`src/hdl/pmcr_map.svh`:
```
`ifndef PMCR_MAP_SVH
`define PMCR_MAP_SVH
// Clock and timing
`define PMCR_CLK_HZ     100000000
`define PMCR_XTAL_HZ    32768
`define PMCR_RC_HZ      32000
`define PMCR_STEP_MS    2
`define PMCR_SEC_MAX    17'h1517F
// Register byte offsets
`define PMCR_OFS_CTRL   8'h00
`define PMCR_OFS_STATUS 8'h04
`define PMCR_OFS_FLAGS  8'h08
`define PMCR_OFS_SEC    8'h0C
`define PMCR_OFS_DAY    8'h10
`define PMCR_OFS_ASEC   8'h14
`define PMCR_OFS_ADAY   8'h18
`define PMCR_OFS_CUTCFG 8'h1C
`define PMCR_OFS_CUTCNT 8'h20
// Control fields
`define PMCR_CTRL_SECMASK 0
`define PMCR_CTRL_ALMASK  1
`define PMCR_CTRL_HOLD    4
`define PMCR_CTRL_UOFF    5
// Flag fields; bits 2 to 7 are the turn-on sources
`define PMCR_FLG_SEC    0
`define PMCR_FLG_ALARM  1
`define PMCR_FLG_EVT0   2
`define PMCR_FLG_WDOG   8
`define PMCR_FLG_W      9
// Reset values
`define PMCR_RST_CUTCFG 16'h0432
`endif

```
`src/hdl/pmcr_pkg.sv`:
```
package pmcr_pkg;
  typedef enum logic [2:0] {
    MD_OFF, MD_COLD, MD_ON, MD_HOLD, MD_UOFF, MD_WARM, MD_CUT, MD_SHUTDN
  } pmcr_mode_type;
  typedef struct packed {
    logic [7:0] max_count;
    logic [7:0] max_steps;
  } pmcr_cutcfg_type;
endpackage

```
`src/hdl/pmcr_top.sv`:
```
// Behaviour
// - Continuous 32.768 kHz square wave output
// - Internal RC oscillator without crystal
// - Slow clock divided to second tick
// - Seconds count 0..86399 then wrap
// - Seconds wrap increments 15-bit day counter
// - Tick sets flag; mask gates interrupt
// - Alarm when seconds and day match
// - Alarm powers up from off, memory hold or user off, else interrupts
// - Off left on turn-on event or on the first cycle after reset release
// - Cold start sequences rails, releases both resets
// - Watchdog low in on mode forces off
// - Memory hold: backups, both resets low
// - User off: backups, system reset low only
// - Warm start sequences rails, releases system reset
// - Power cut backup with duration, count limits
// - Events act only in off, memory hold and user off; own flags
// - Buttons, charger, battery, vbus, alarm turn on
// - Select pins pick sequence and voltage set
// - Rails enabled at 2 ms spacing
`timescale 1ns/10ps
`default_nettype none
`include "pmcr_map.svh"
module pmcr_top import pmcr_pkg::*; #(
  parameter int NUM_RAILS    = 8,
  parameter int STEP_CYCLES  = `PMCR_STEP_MS * (`PMCR_CLK_HZ / 1000),
  parameter int SLOW_PER_SEC = 32768
) (
  // Clock and reset
  input  wire logic                 ref_clk,
  input  wire logic                 rst_n,
  // Wishbone slave
  input  wire logic                 wb_cyc_i,
  input  wire logic                 wb_stb_i,
  input  wire logic                 wb_we_i,
  input  wire logic [7:0]           wb_adr_i,
  input  wire logic [3:0]           wb_sel_i,
  input  wire logic [31:0]          wb_dat_i,
  output logic      [31:0]          wb_dat_o,
  output logic                      wb_ack_o,
  // Status and event inputs
  input  wire logic                 xtal_present,
  input  wire logic                 main_power_ok,
  input  wire logic                 watchdog_keepalive_in,
  input  wire logic                 button_one_n,
  input  wire logic                 button_two_n,
  input  wire logic                 button_three_n,
  input  wire logic                 charger_input,
  input  wire logic                 battery_node,
  input  wire logic                 vbus_present,
  input  wire logic                 powerup_select_one,
  input  wire logic                 powerup_select_two,
  input  wire logic                 powerup_select_three,
  // Power and reset outputs
  output logic [NUM_RAILS-1:0]      rail_en,
  output logic                      backup_supply_one,
  output logic                      backup_supply_two,
  output logic                      system_reset_n,
  output logic                      processor_reset_n,
  output logic [2:0]                voltage_set,
  // Clocks and interrupt
  output logic                      slow_clock_out,
  output logic                      processor_slow_clock_out,
  output logic                      irq_out
);
  localparam int IDXW = $clog2(NUM_RAILS + 1);
  localparam int STPW = $clog2(STEP_CYCLES + 1);
  localparam int DIVW = $clog2(SLOW_PER_SEC + 1);
  localparam logic [27:0] K_CLK  = 28'(`PMCR_CLK_HZ);
  localparam logic [27:0] K_XINC = 28'(2 * `PMCR_XTAL_HZ);
  localparam logic [27:0] K_RINC = 28'(2 * `PMCR_RC_HZ);

  pmcr_mode_type           mode_r, mode_nxt;
  pmcr_cutcfg_type         cutcfg_r;
  logic [27:0]             acc_r;
  logic                    slow_r;
  logic [DIVW-1:0]         div_r;
  logic [16:0]             sec_r, asec_r;
  logic [14:0]             day_r, aday_r;
  logic [`PMCR_FLG_W-1:0]  flags_r;
  logic                    secmask_r, almask_r, match_prev_r, boot_r;
  logic [5:0]              evt_prev_r;
  logic [STPW-1:0]         step_r;
  logic [IDXW-1:0]         idx_r;
  logic [IDXW-1:0]         idx_nxt;
  logic [7:0]              cutcnt_r;
  logic [2:0]              pums_r;
  logic                    ack_r;
  logic [31:0]             dat_r;
  logic [NUM_RAILS-1:0]    rail_r;
  logic                    sys_r, proc_r, bk_r, pclk_r, irq_r;
  logic [2:0]              vsel_r;

  // Bus decode; every access is acked, unmapped reads give zero
  wire logic        wb_go   = wb_cyc_i & wb_stb_i & ~ack_r;
  wire logic        wb_wr   = wb_go & wb_we_i;
  wire logic        wr_ctrl = wb_wr && wb_adr_i == `PMCR_OFS_CTRL;
  wire logic        wr_flg  = wb_wr && wb_adr_i == `PMCR_OFS_FLAGS;
  wire logic        wr_sec  = wb_wr && wb_adr_i == `PMCR_OFS_SEC;
  wire logic        wr_day  = wb_wr && wb_adr_i == `PMCR_OFS_DAY;
  wire logic        wr_asec = wb_wr && wb_adr_i == `PMCR_OFS_ASEC;
  wire logic        wr_aday = wb_wr && wb_adr_i == `PMCR_OFS_ADAY;
  wire logic        wr_cut  = wb_wr && wb_adr_i == `PMCR_OFS_CUTCFG;
  wire logic [31:0] bmask   = {{8{wb_sel_i[3]}}, {8{wb_sel_i[2]}},
                               {8{wb_sel_i[1]}}, {8{wb_sel_i[0]}}};
  wire logic [31:0] wdat    = wb_dat_i & bmask;
  wire logic        req_hold = wr_ctrl & wdat[`PMCR_CTRL_HOLD];
  wire logic        req_uoff = wr_ctrl & wdat[`PMCR_CTRL_UOFF];

  // Read mux
  wire logic [31:0] rd_w =
    (wb_adr_i == `PMCR_OFS_CTRL)   ? {30'h0, almask_r, secmask_r} :
    (wb_adr_i == `PMCR_OFS_STATUS) ? {24'h0, xtal_present, pums_r, 1'b0, mode_r} :
    (wb_adr_i == `PMCR_OFS_FLAGS)  ? {23'h0, flags_r} :
    (wb_adr_i == `PMCR_OFS_SEC)    ? {15'h0, sec_r} :
    (wb_adr_i == `PMCR_OFS_DAY)    ? {17'h0, day_r} :
    (wb_adr_i == `PMCR_OFS_ASEC)   ? {15'h0, asec_r} :
    (wb_adr_i == `PMCR_OFS_ADAY)   ? {17'h0, aday_r} :
    (wb_adr_i == `PMCR_OFS_CUTCFG) ? {16'h0, cutcfg_r} :
    (wb_adr_i == `PMCR_OFS_CUTCNT) ? {24'h0, cutcnt_r} : 32'h0;

  // Slow clock by fractional accumulator; RC rate is nominal only
  // Toggles land on ref_clk edges, so each half period jitters by a cycle
  wire logic [27:0] acc_inc  = xtal_present ? K_XINC : K_RINC;
  wire logic [27:0] acc_sum  = acc_r + acc_inc;
  wire logic        half_w   = acc_sum >= K_CLK;
  wire logic        slow_nxt = half_w ? ~slow_r : slow_r;
  wire logic        slow_tick = half_w & ~slow_r;
  wire logic        sec_tick = slow_tick && div_r == DIVW'(SLOW_PER_SEC - 1);
  wire logic        sec_wrap = sec_tick && sec_r == `PMCR_SEC_MAX;

  // Alarm fires once on entering the match
  wire logic        match_w  = sec_r == asec_r && day_r == aday_r;
  wire logic        alarm_w  = match_w & ~match_prev_r;

  // Turn-on sources, active high, caught on their edge
  wire logic [5:0]  evt_lvl  = {vbus_present, battery_node, charger_input,
                                ~button_three_n, ~button_two_n, ~button_one_n};
  wire logic [5:0]  evt_rise = evt_lvl & ~evt_prev_r;
  wire logic        turn_on  = (|evt_rise) | alarm_w;

  // Sticky flags; a set in the clearing cycle wins
  wire logic        wdog_w   = mode_r == MD_ON && !watchdog_keepalive_in && main_power_ok;
  wire logic [`PMCR_FLG_W-1:0] flg_set = {wdog_w, evt_rise, alarm_w, sec_tick};
  wire logic [`PMCR_FLG_W-1:0] flg_clr = wr_flg ? wdat[`PMCR_FLG_W-1:0] : '0;
  wire logic [`PMCR_FLG_W-1:0] flags_nxt = (flags_r & ~flg_clr) | flg_set;
  wire logic [`PMCR_FLG_W-1:0] irq_en = {{(`PMCR_FLG_W-2){1'b1}}, ~almask_r, ~secmask_r};

  // Sequencer timing
  wire logic        seq_mode  = mode_r == MD_COLD || mode_r == MD_WARM;
  wire logic        step_done = step_r == STPW'(STEP_CYCLES - 1);

  // Power cut runs out on its count or on its duration
  wire logic        cut_over  = cutcnt_r > cutcfg_r.max_count ||
                                idx_r >= IDXW'(NUM_RAILS) && step_done &&
                                cutcfg_r.max_steps == 8'h00;
  logic [7:0]       cutdur_r;
  wire logic        cut_expire = cutdur_r >= cutcfg_r.max_steps || cut_over;

  // Power-up select: sequence and voltage set from the three pins
  wire logic [1:0]  pums_seq = 2'(pums_r % 3'h3);
  wire logic [2:0]  pums_vs  = 3'(pums_r % 3'h5);

  // Rail order per selected sequence
  logic [NUM_RAILS-1:0] rail_seq_w;
  for (genvar g = 0; g < NUM_RAILS; g++) begin : g_rail
    // Position of this rail in each of the three orders
    localparam logic [IDXW-1:0] P0 = IDXW'(g);
    localparam logic [IDXW-1:0] P1 = IDXW'(NUM_RAILS - 1 - g);
    localparam logic [IDXW-1:0] P2 = IDXW'((g + NUM_RAILS / 2) % NUM_RAILS);
    wire logic [IDXW-1:0] pos = (pums_seq == 2'h0) ? P0 : (pums_seq == 2'h1) ? P1 : P2;
    assign rail_seq_w[g] = pos < idx_nxt;
  end

  // Mode transitions
  always_comb begin
    mode_nxt = mode_r;
    case (mode_r)
      MD_OFF: begin
        if (boot_r || turn_on) mode_nxt = MD_COLD;
      end
      MD_COLD, MD_WARM: begin
        if (!main_power_ok) mode_nxt = MD_CUT;
        else if (step_done && idx_r == IDXW'(NUM_RAILS)) mode_nxt = MD_ON;
      end
      MD_ON: begin
        if (!main_power_ok) mode_nxt = MD_CUT;
        else if (!watchdog_keepalive_in) mode_nxt = MD_SHUTDN;
        else if (req_hold) mode_nxt = MD_HOLD;
        else if (req_uoff) mode_nxt = MD_UOFF;
      end
      MD_HOLD: begin
        if (!main_power_ok) mode_nxt = MD_CUT;
        else if (turn_on) mode_nxt = MD_COLD;
      end
      MD_UOFF: begin
        if (!main_power_ok) mode_nxt = MD_CUT;
        else if (turn_on) mode_nxt = MD_WARM;
      end
      MD_CUT: begin
        if (main_power_ok) mode_nxt = MD_COLD;
        else if (cut_expire) mode_nxt = MD_OFF;
      end
      MD_SHUTDN: mode_nxt = MD_OFF;
      default: mode_nxt = MD_OFF;
    endcase
  end

  // Outputs follow the next mode so they line up with mode_r
  wire logic nx_on   = mode_nxt == MD_ON;
  wire logic nx_seq  = mode_nxt == MD_COLD || mode_nxt == MD_WARM;
  wire logic sys_nxt = nx_on;
  wire logic proc_nxt = nx_on || mode_nxt == MD_UOFF || mode_nxt == MD_WARM;
  wire logic [NUM_RAILS-1:0] rail_nxt = nx_on ? '1 : nx_seq ? rail_seq_w :
                                        (mode_nxt == MD_SHUTDN) ? rail_r : '0;
  wire logic pclk_on = nx_on || nx_seq || mode_nxt == MD_UOFF;

  // Rail index; rails follow the next index so a rail lands on its step edge
  assign idx_nxt = !nx_seq || mode_nxt != mode_r ? '0 :
                   (step_done && idx_r < IDXW'(NUM_RAILS)) ? IDXW'(idx_r + 1'b1) : idx_r;

  // Bus slave: one-cycle answer, ack drops the cycle after
  always_ff @(posedge ref_clk) begin
    if (!rst_n) begin
      ack_r <= 1'b0;
      dat_r <= 32'h0;
    end else begin
      ack_r <= wb_go;
      dat_r <= wb_go ? rd_w : dat_r;
    end
  end

  // Slow clock, second divider
  always_ff @(posedge ref_clk) begin
    if (!rst_n) begin
      acc_r  <= 28'h0;
      slow_r <= 1'b0;
      div_r  <= '0;
    end else begin
      acc_r  <= half_w ? 28'(acc_sum - K_CLK) : acc_sum;
      slow_r <= slow_nxt;
      div_r  <= sec_tick ? '0 : slow_tick ? DIVW'(div_r + 1'b1) : div_r;
    end
  end

  // Time and day counters; a write takes precedence over the tick
  always_ff @(posedge ref_clk) begin
    if (!rst_n) begin
      sec_r <= 17'h0;
      day_r <= 15'h0;
    end else begin
      if (wr_sec) sec_r <= wdat[16:0];
      else if (sec_tick) sec_r <= sec_wrap ? 17'h0 : 17'(sec_r + 1'b1);
      if (wr_day) day_r <= wdat[14:0];
      else if (sec_wrap) day_r <= 15'(day_r + 1'b1);
    end
  end

  // Software registers and flags
  always_ff @(posedge ref_clk) begin
    if (!rst_n) begin
      asec_r    <= 17'h0;
      aday_r    <= 15'h7FFF;
      secmask_r <= 1'b1;
      almask_r  <= 1'b1;
      cutcfg_r  <= `PMCR_RST_CUTCFG;
      flags_r   <= '0;
      match_prev_r <= 1'b1;
      evt_prev_r   <= 6'h00;
    end else begin
      asec_r    <= wr_asec ? wdat[16:0] : asec_r;
      aday_r    <= wr_aday ? wdat[14:0] : aday_r;
      secmask_r <= wr_ctrl ? wdat[`PMCR_CTRL_SECMASK] : secmask_r;
      almask_r  <= wr_ctrl ? wdat[`PMCR_CTRL_ALMASK] : almask_r;
      cutcfg_r  <= wr_cut ? wdat[15:0] : cutcfg_r;
      flags_r   <= flags_nxt;
      match_prev_r <= match_w;
      evt_prev_r   <= evt_lvl;
    end
  end

  // Mode, step timer and power-cut bookkeeping
  always_ff @(posedge ref_clk) begin
    if (!rst_n) begin
      mode_r   <= MD_OFF;
      boot_r   <= 1'b1;
      pums_r   <= 3'h0;
      step_r   <= '0;
      idx_r    <= '0;
      cutcnt_r <= 8'h00;
      cutdur_r <= 8'h00;
    end else begin
      mode_r <= mode_nxt;
      boot_r <= 1'b0;
      // Pins caught one edge after release, never under reset
      if (boot_r) pums_r <= {powerup_select_three, powerup_select_two, powerup_select_one};
      step_r <= (mode_nxt != mode_r || step_done) ? '0 :
                (seq_mode || mode_r == MD_CUT) ? STPW'(step_r + 1'b1) : '0;
      idx_r  <= idx_nxt;
      if (mode_nxt == MD_OFF) cutcnt_r <= 8'h00;
      else if (mode_nxt == MD_CUT && mode_r != MD_CUT && cutcnt_r != 8'hFF)
        cutcnt_r <= 8'(cutcnt_r + 1'b1);
      cutdur_r <= mode_r != MD_CUT ? 8'h00 :
                  (step_done && cutdur_r != 8'hFF) ? 8'(cutdur_r + 1'b1) : cutdur_r;
    end
  end

  // Pin outputs, all registered
  always_ff @(posedge ref_clk) begin
    if (!rst_n) begin
      rail_r <= '0;
      sys_r  <= 1'b0;
      proc_r <= 1'b0;
      bk_r   <= 1'b0;
      pclk_r <= 1'b0;
      irq_r  <= 1'b0;
      vsel_r <= 3'h0;
    end else begin
      rail_r <= rail_nxt;
      sys_r  <= sys_nxt;
      proc_r <= proc_nxt;
      bk_r   <= mode_nxt != MD_OFF;
      pclk_r <= slow_nxt & pclk_on;
      irq_r  <= |(flags_nxt & irq_en);
      vsel_r <= pums_vs;
    end
  end

  assign wb_ack_o = ack_r;
  assign wb_dat_o = dat_r;
  assign rail_en = rail_r;
  assign backup_supply_one = bk_r;
  assign backup_supply_two = bk_r;
  assign system_reset_n = sys_r;
  assign processor_reset_n = proc_r;
  assign voltage_set = vsel_r;
  assign slow_clock_out = slow_r;
  assign processor_slow_clock_out = pclk_r;
  assign irq_out = irq_r;
endmodule
`default_nettype wire

```
`config.mk`:
```
export PLATFORM = sky130hd
export DESIGN_NAME = pmcr_top
export DESIGN_NICKNAME = d
export VERILOG_FILES = /design/src/hdl/pmcr_pkg.sv /design/src/hdl/pmcr_top.sv
export VERILOG_INCLUDE_DIRS = /design/src /design/src/hdl
export SDC_FILE = /design/constraint.sdc
export NUM_CORES = 1
export LEC_CHECK = 0
export ABC_AREA = 1
export BUFFER_PORTS_ARGS = -buffer_cell sky130_fd_sc_hd__buf_2
export CORE_MARGIN = 2
export CORE_UTILIZATION = 60
export DETAILED_ROUTE_END_ITERATION = 10
export GPL_TIMING_DRIVEN = 0
export PLACE_DENSITY = 0.8
export SYNTH_ARGS = -nofsm -noshare
export SYNTH_HDL_FRONTEND = slang
export SYNTH_SLANG_ARGS = --single-unit
```
`constraint.sdc`:
```
create_clock -name ref_clk -period 15 [get_ports ref_clk]
set_input_delay 4.5 -clock ref_clk [delete_from_list [all_inputs] [get_ports ref_clk]]
set_output_delay 4.5 -clock ref_clk [all_outputs]
set_load 0.02 [all_outputs]
```
==> results.txt <==
- Outcome: complete, no violations
* Master cell of the clock root buffer: sky130_fd_sc_hd__clkbuf_16
* Leading cell types in the layout, fill and taps excluded: 465 x sky130_fd_sc_hd__nand2_1, 266 x sky130_fd_sc_hd__inv_1, 214 x sky130_fd_sc_hd__dfxtp_1
- In this design, the stage delay of the slowest critical-path cell is 0.63 ns.
- Period Utilization, post-route: 0.6031
* Longest Clk Path Bufs: 3
- Worst slew margin relative to its limit: 0.3097
* Number of stages on the worst hold path: 1
- Once detailed placement completed, the half-perimeter wirelength came to 32560 µm.
* CTS hold repair buffers: 0
- Switching power: 0.0005102 W
- Number of rows created at floorplan: 53
- The clock period could shrink to approximately 9.0 ns.
* Worst-case clock skew: roughly 0.019 ns
- Count of unresolved DRC violations after routing: 0
* Hold/Removal Path Class: reg2reg
- The worst setup path is of the in2reg kind.
- Critical Path RT: 15.45 ns
- The final hold violation count was 0.
- Power spread over the standard cell area amounts to 110.4 nW/µm².
- Width of the die: 151.0 µm
- The number of buffers and inverters on the critical path is 3.
- For this run, the number of Yosys warnings is 0.
* Total of buffers placed on input and output ports: about 80
- Signed area change from the synthesized netlist to the final layout: 12.84%
- Post-cts repair resize count: 0
- Setup violations remaining at the end of the flow were counted as 0.
- WL per Instance: 17.92 µm
* Final count of pins violating max slew: 0
- The number of antenna diodes in the final layout is 0.
- At the later pin of the worst-skew pair, clock insertion delay measures 0.53 ns.
- Synthesized flop and latch total: ~210
* Routed wire length: 42250 µm
* Cell with the biggest individual delay on the critical path: sky130_fd_sc_hd__nor3_2
- First-iteration detailed-routing DRC count: 1179
* Effective utilization at floorplan: 0.6149
- STA classifies the critical path endpoint as a register.
- Syn avg cell area: 6.656 µm²
* Fraction of layout cells with a size suffix above 1: 0.1080
- STA puts the critical path data arrival time at 9.49 ns.
- Global-route total usage across every layer: 0.3634
- Cells on worst reg2reg path: 22
* CP max FO: 10
- Switch share: 0.3160
- The first global-routing pass estimated 64030 µm of wire.
* First drt pass iteration count: 5
- Total congestion overflow: 0
* Core box area: 21090 µm²
- Setup repair after global routing missed its margin: no
- The share of total power dissipated in the clock network is 0.405.
* Placer Congestion: 1.049
* Count of cell instances traversed by the critical path: 24
- In this run the post-CTS setup repair buffer count came out at 0.
* Summed instance area of the synthesized netlist: 12970 µm²
* Cell family with the largest share of critical-path delay: simple AND/OR/NAND/NOR gates
* Setup_tns: 0 ns
- Counting the buffers created by CTS gives 24.
* H-tree depth: 1
* Type of element launching the critical path: primary input
- Portion of total power attributed to sequential cells: 0.377
* Die Ht: 151.0 µm
- List of cells traversed by the critical path: buf_2 -> inv_1 -> ha_1 -> ha_1 -> nand3_1 -> nand2_2 -> nand2_1 -> nand2_2 -> nand3_1 -> nand2_1 -> nand3_1 -> nor2_1 -> nand2_4 -> nand2_4 -> buf_6 -> ha_1 -> nand4_1 -> nor4_2 -> nand3_1 -> nor3_2 -> nor2_1 -> a21oi_1 -> o21ai_1 -> a21oi_1
* CTS Sinks: between 200 and 250
* Final antenna-violating net count: 0
* Most common library cell in the layout ignoring fill and taps: sky130_fd_sc_hd__nand2_1
- The share of total power dissipated in combinational logic is 0.218.
- Maximum capacitance violations: 0
- Across the VDD grid, the largest voltage drop is between 90 and 100 µV.
- Clock-pin slew reported for the worst setup and hold paths after clock tree synthesis: approximately 0.070 ns
- Sequential cell area fraction in the yosys report: 0.3304
- Total number of nets in the final design: between 2k and 2.5k
* Crit path top cell by count: sky130_fd_sc_hd__nand3_1
- Largest net degree at the start of global routing: 14
- Internal power comes to about 0.0011 W.
- Least-Margin Pin Slew: between 1 and 1.5 ns
* CTS tree: yes
* Initial antenna violation count: 0
* Count of mapped cells out of synthesis: 1948
* Post-synth EDFFs: 0
- Fraction of registers with async set or reset after synthesis: 0
* Static power due to leakage: 6.457 nW
- Flip-flop cell with the highest count after synthesis: sky130_fd_sc_hd__dfxtp_1
* Vias post-DR: 13.60k
* Maximum clock frequency: 0.1105 GHz
- Count of pins on the block boundary: 112
- The die covers 22800 µm².
- Once layout is complete, the utilization of the core stands at 0.6938.
- In the routed layout, each cell is associated on average with a via count of 5.768.
- Count of distinct cell types in the synthesized netlist: between 50 and 60
* Number of global-route vias before repair: 12.06k
-- flip-flops by register name (all words and copies together) (netlist names), 3 cells and up --
register and count:
asec_r 17, pums_r 3, sec_r 17, cutcnt_r 8, voltage_set 3, aday_r 15
rail_en 8, step_r 18, mode_r 3, cutcfg_r 16, cutdur_r 8, wb_dat_o 17
day_r 15, idx_r 4, evt_prev_r 6, acc_r 20, flags_r 9, div_r 16
-- cell families (layout without fill, tap and decap cells) --
| group | Yosys count | count (layout) | share of synthesized area |
|---|---|---|---|
| XOR/XNOR | 62 | 62 | 0.04188 |
| AO/OA/AOI/OAI | 383 | 383 | 0.1696 |
| other | 1 | 15 | 0.0002892 |
| buffers and inverters | 358 | 479 | 0.1122 |
| adder cells (fa/ha/maj) | 43 | 43 | 0.04149 |
| flip-flops | 214 | 214 | 0.3304 |
| AND/OR/NAND/NOR | 887 | 887 | 0.3041 |
-- synth_stat cells (all sizes together), types with 5 or more instances --
| cell | number | area share |
|---|---|---|
| nand4 | 40 | 0.019 |
| buf | 35 | 0.019 |
| inv | 277 | 0.080 |
| nand3b | 11 | 0.0064 |
| o22ai | 10 | 0.0048 |
| o21ai | 101 | 0.039 |
| a31oi | 13 | 0.0063 |
| clkbuf | 43 | 0.012 |
| xor2 | 42 | 0.028 |
| nand2 | 482 | 0.14 |
| nand3 | 119 | 0.050 |
| o2111ai | 5 | 0.0034 |
| ha | 43 | 0.041 |
| nor2 | 184 | 0.061 |
| a221oi | 5 | 0.0034 |
| or2 | 6 | 0.0029 |
| o211ai | 43 | 0.025 |
| xnor2 | 20 | 0.014 |
| a211oi | 8 | 0.0046 |
| nor3 | 25 | 0.010 |
| a21oi | 176 | 0.069 |
| nor4 | 13 | 0.0068 |
| o221ai | 6 | 0.0041 |
| dfxtp | 214 | 0.33 |
-- worst reg2reg max path: stages, from the launching register on --
cell and delay [ns]:
sky130_fd_sc_hd__dfxtp_1 0.32, sky130_fd_sc_hd__ha_1 0.24, sky130_fd_sc_hd__ha_1 0.28, sky130_fd_sc_hd__nand3_1 0.15, sky130_fd_sc_hd__nand2_2 0.13, sky130_fd_sc_hd__nand2_1 0.09, sky130_fd_sc_hd__nand2_2 0.11, sky130_fd_sc_hd__nand3_1 0.14
sky130_fd_sc_hd__nand2_1 0.21, sky130_fd_sc_hd__nand3_1 0.14, sky130_fd_sc_hd__nor2_1 0.29, sky130_fd_sc_hd__nand2_4 0.14, sky130_fd_sc_hd__nand2_4 0.09, sky130_fd_sc_hd__buf_6 0.14, sky130_fd_sc_hd__ha_1 0.40, sky130_fd_sc_hd__nand4_1 0.16
sky130_fd_sc_hd__nor4_2 0.36, sky130_fd_sc_hd__nand3_1 0.28, sky130_fd_sc_hd__nor3_2 0.63, sky130_fd_sc_hd__nor2_1 0.27, sky130_fd_sc_hd__a21oi_1 0.17, sky130_fd_sc_hd__o21ai_1 0.08, sky130_fd_sc_hd__a21oi_1 0.14
-- power by group through the flow --
stage	Sequential (W)	Combinational, W	Clock, W
2_1_floorplan	0.000635	0.000239	0
3_3_place_gp	0.000621	0.000336	0
3_5_place_dp	0.000621	0.000344	0
4_1_cts	0.000609	0.000347	0.000657
5_1_grt	0.000611	0.000390	0.000680
6_report	0.000609	0.000352	0.000654
-- worst paths after layout --
kind                                          endpoint  slack, ns            startpoint
worst min register to register    step_r[0]$_SDFF_PP0_       0.45  step_r[0]$_SDFF_PP0_
worst max register to register  day_r[13]$_SDFFE_PN0P_       9.97   acc_r[9]$_SDFF_PN0_
worst max-delay path            day_r[13]$_SDFFE_PN0P_       5.95          xtal_present
worst min-delay path              step_r[0]$_SDFF_PP0_       0.45  step_r[0]$_SDFF_PP0_
-- routing by layer --
| metal | vias to the layer above | wire length, µm | track usage |
|---|---|---|---|
| li1 | 6601 | - | - |
| met1 | 6259 | 18000 | 0.4899 |
| met2 | 660 | 18760 | 0.5818 |
| met3 | 80 | 4407 | 0.09006 |
| met4 | 0 | 1085 | 0.09860 |
| met5 | - | 0 | 0 |
-- area by class of cell --
class	count	area, µm²
Multi-Input combinational cell	1390	7279
Fill cell	1858	6456
Sequential cell	214	4284
Inverter	280	1051
Clock buffer	35	733.2
Buffer	78	404.1
Timing Repair Buffer	78	390.4
Tap cell	275	344.1
Clock inverter	8	145.1
-- metrics by stage --
| step | cell area, µm² | std cells | hold WS, ns | power [W] | setup slack (ns) |
|---|---|---|---|---|---|
| 3_3_place_gp | 13750 | 2315 | 0.4266 | 0.0009566 | 5.636 |
| 5_1_grt | 14630 | 2358 | 0.4836 | 0.001681 | 5.609 |
| 3_5_place_dp | 13750 | 2315 | 0.4432 | 0.0009651 | 5.539 |
| 6_report | 14630 | 2358 | 0.4497 | 0.001615 | 5.954 |
| 4_1_cts | 14630 | 2358 | 0.4521 | 0.001612 | 6.079 |
| 2_1_floorplan | 13020 | 1962 | 0.4176 | 0.0008735 | 7.000 |
No activity file was read; power rests on OpenSTA's default activity.
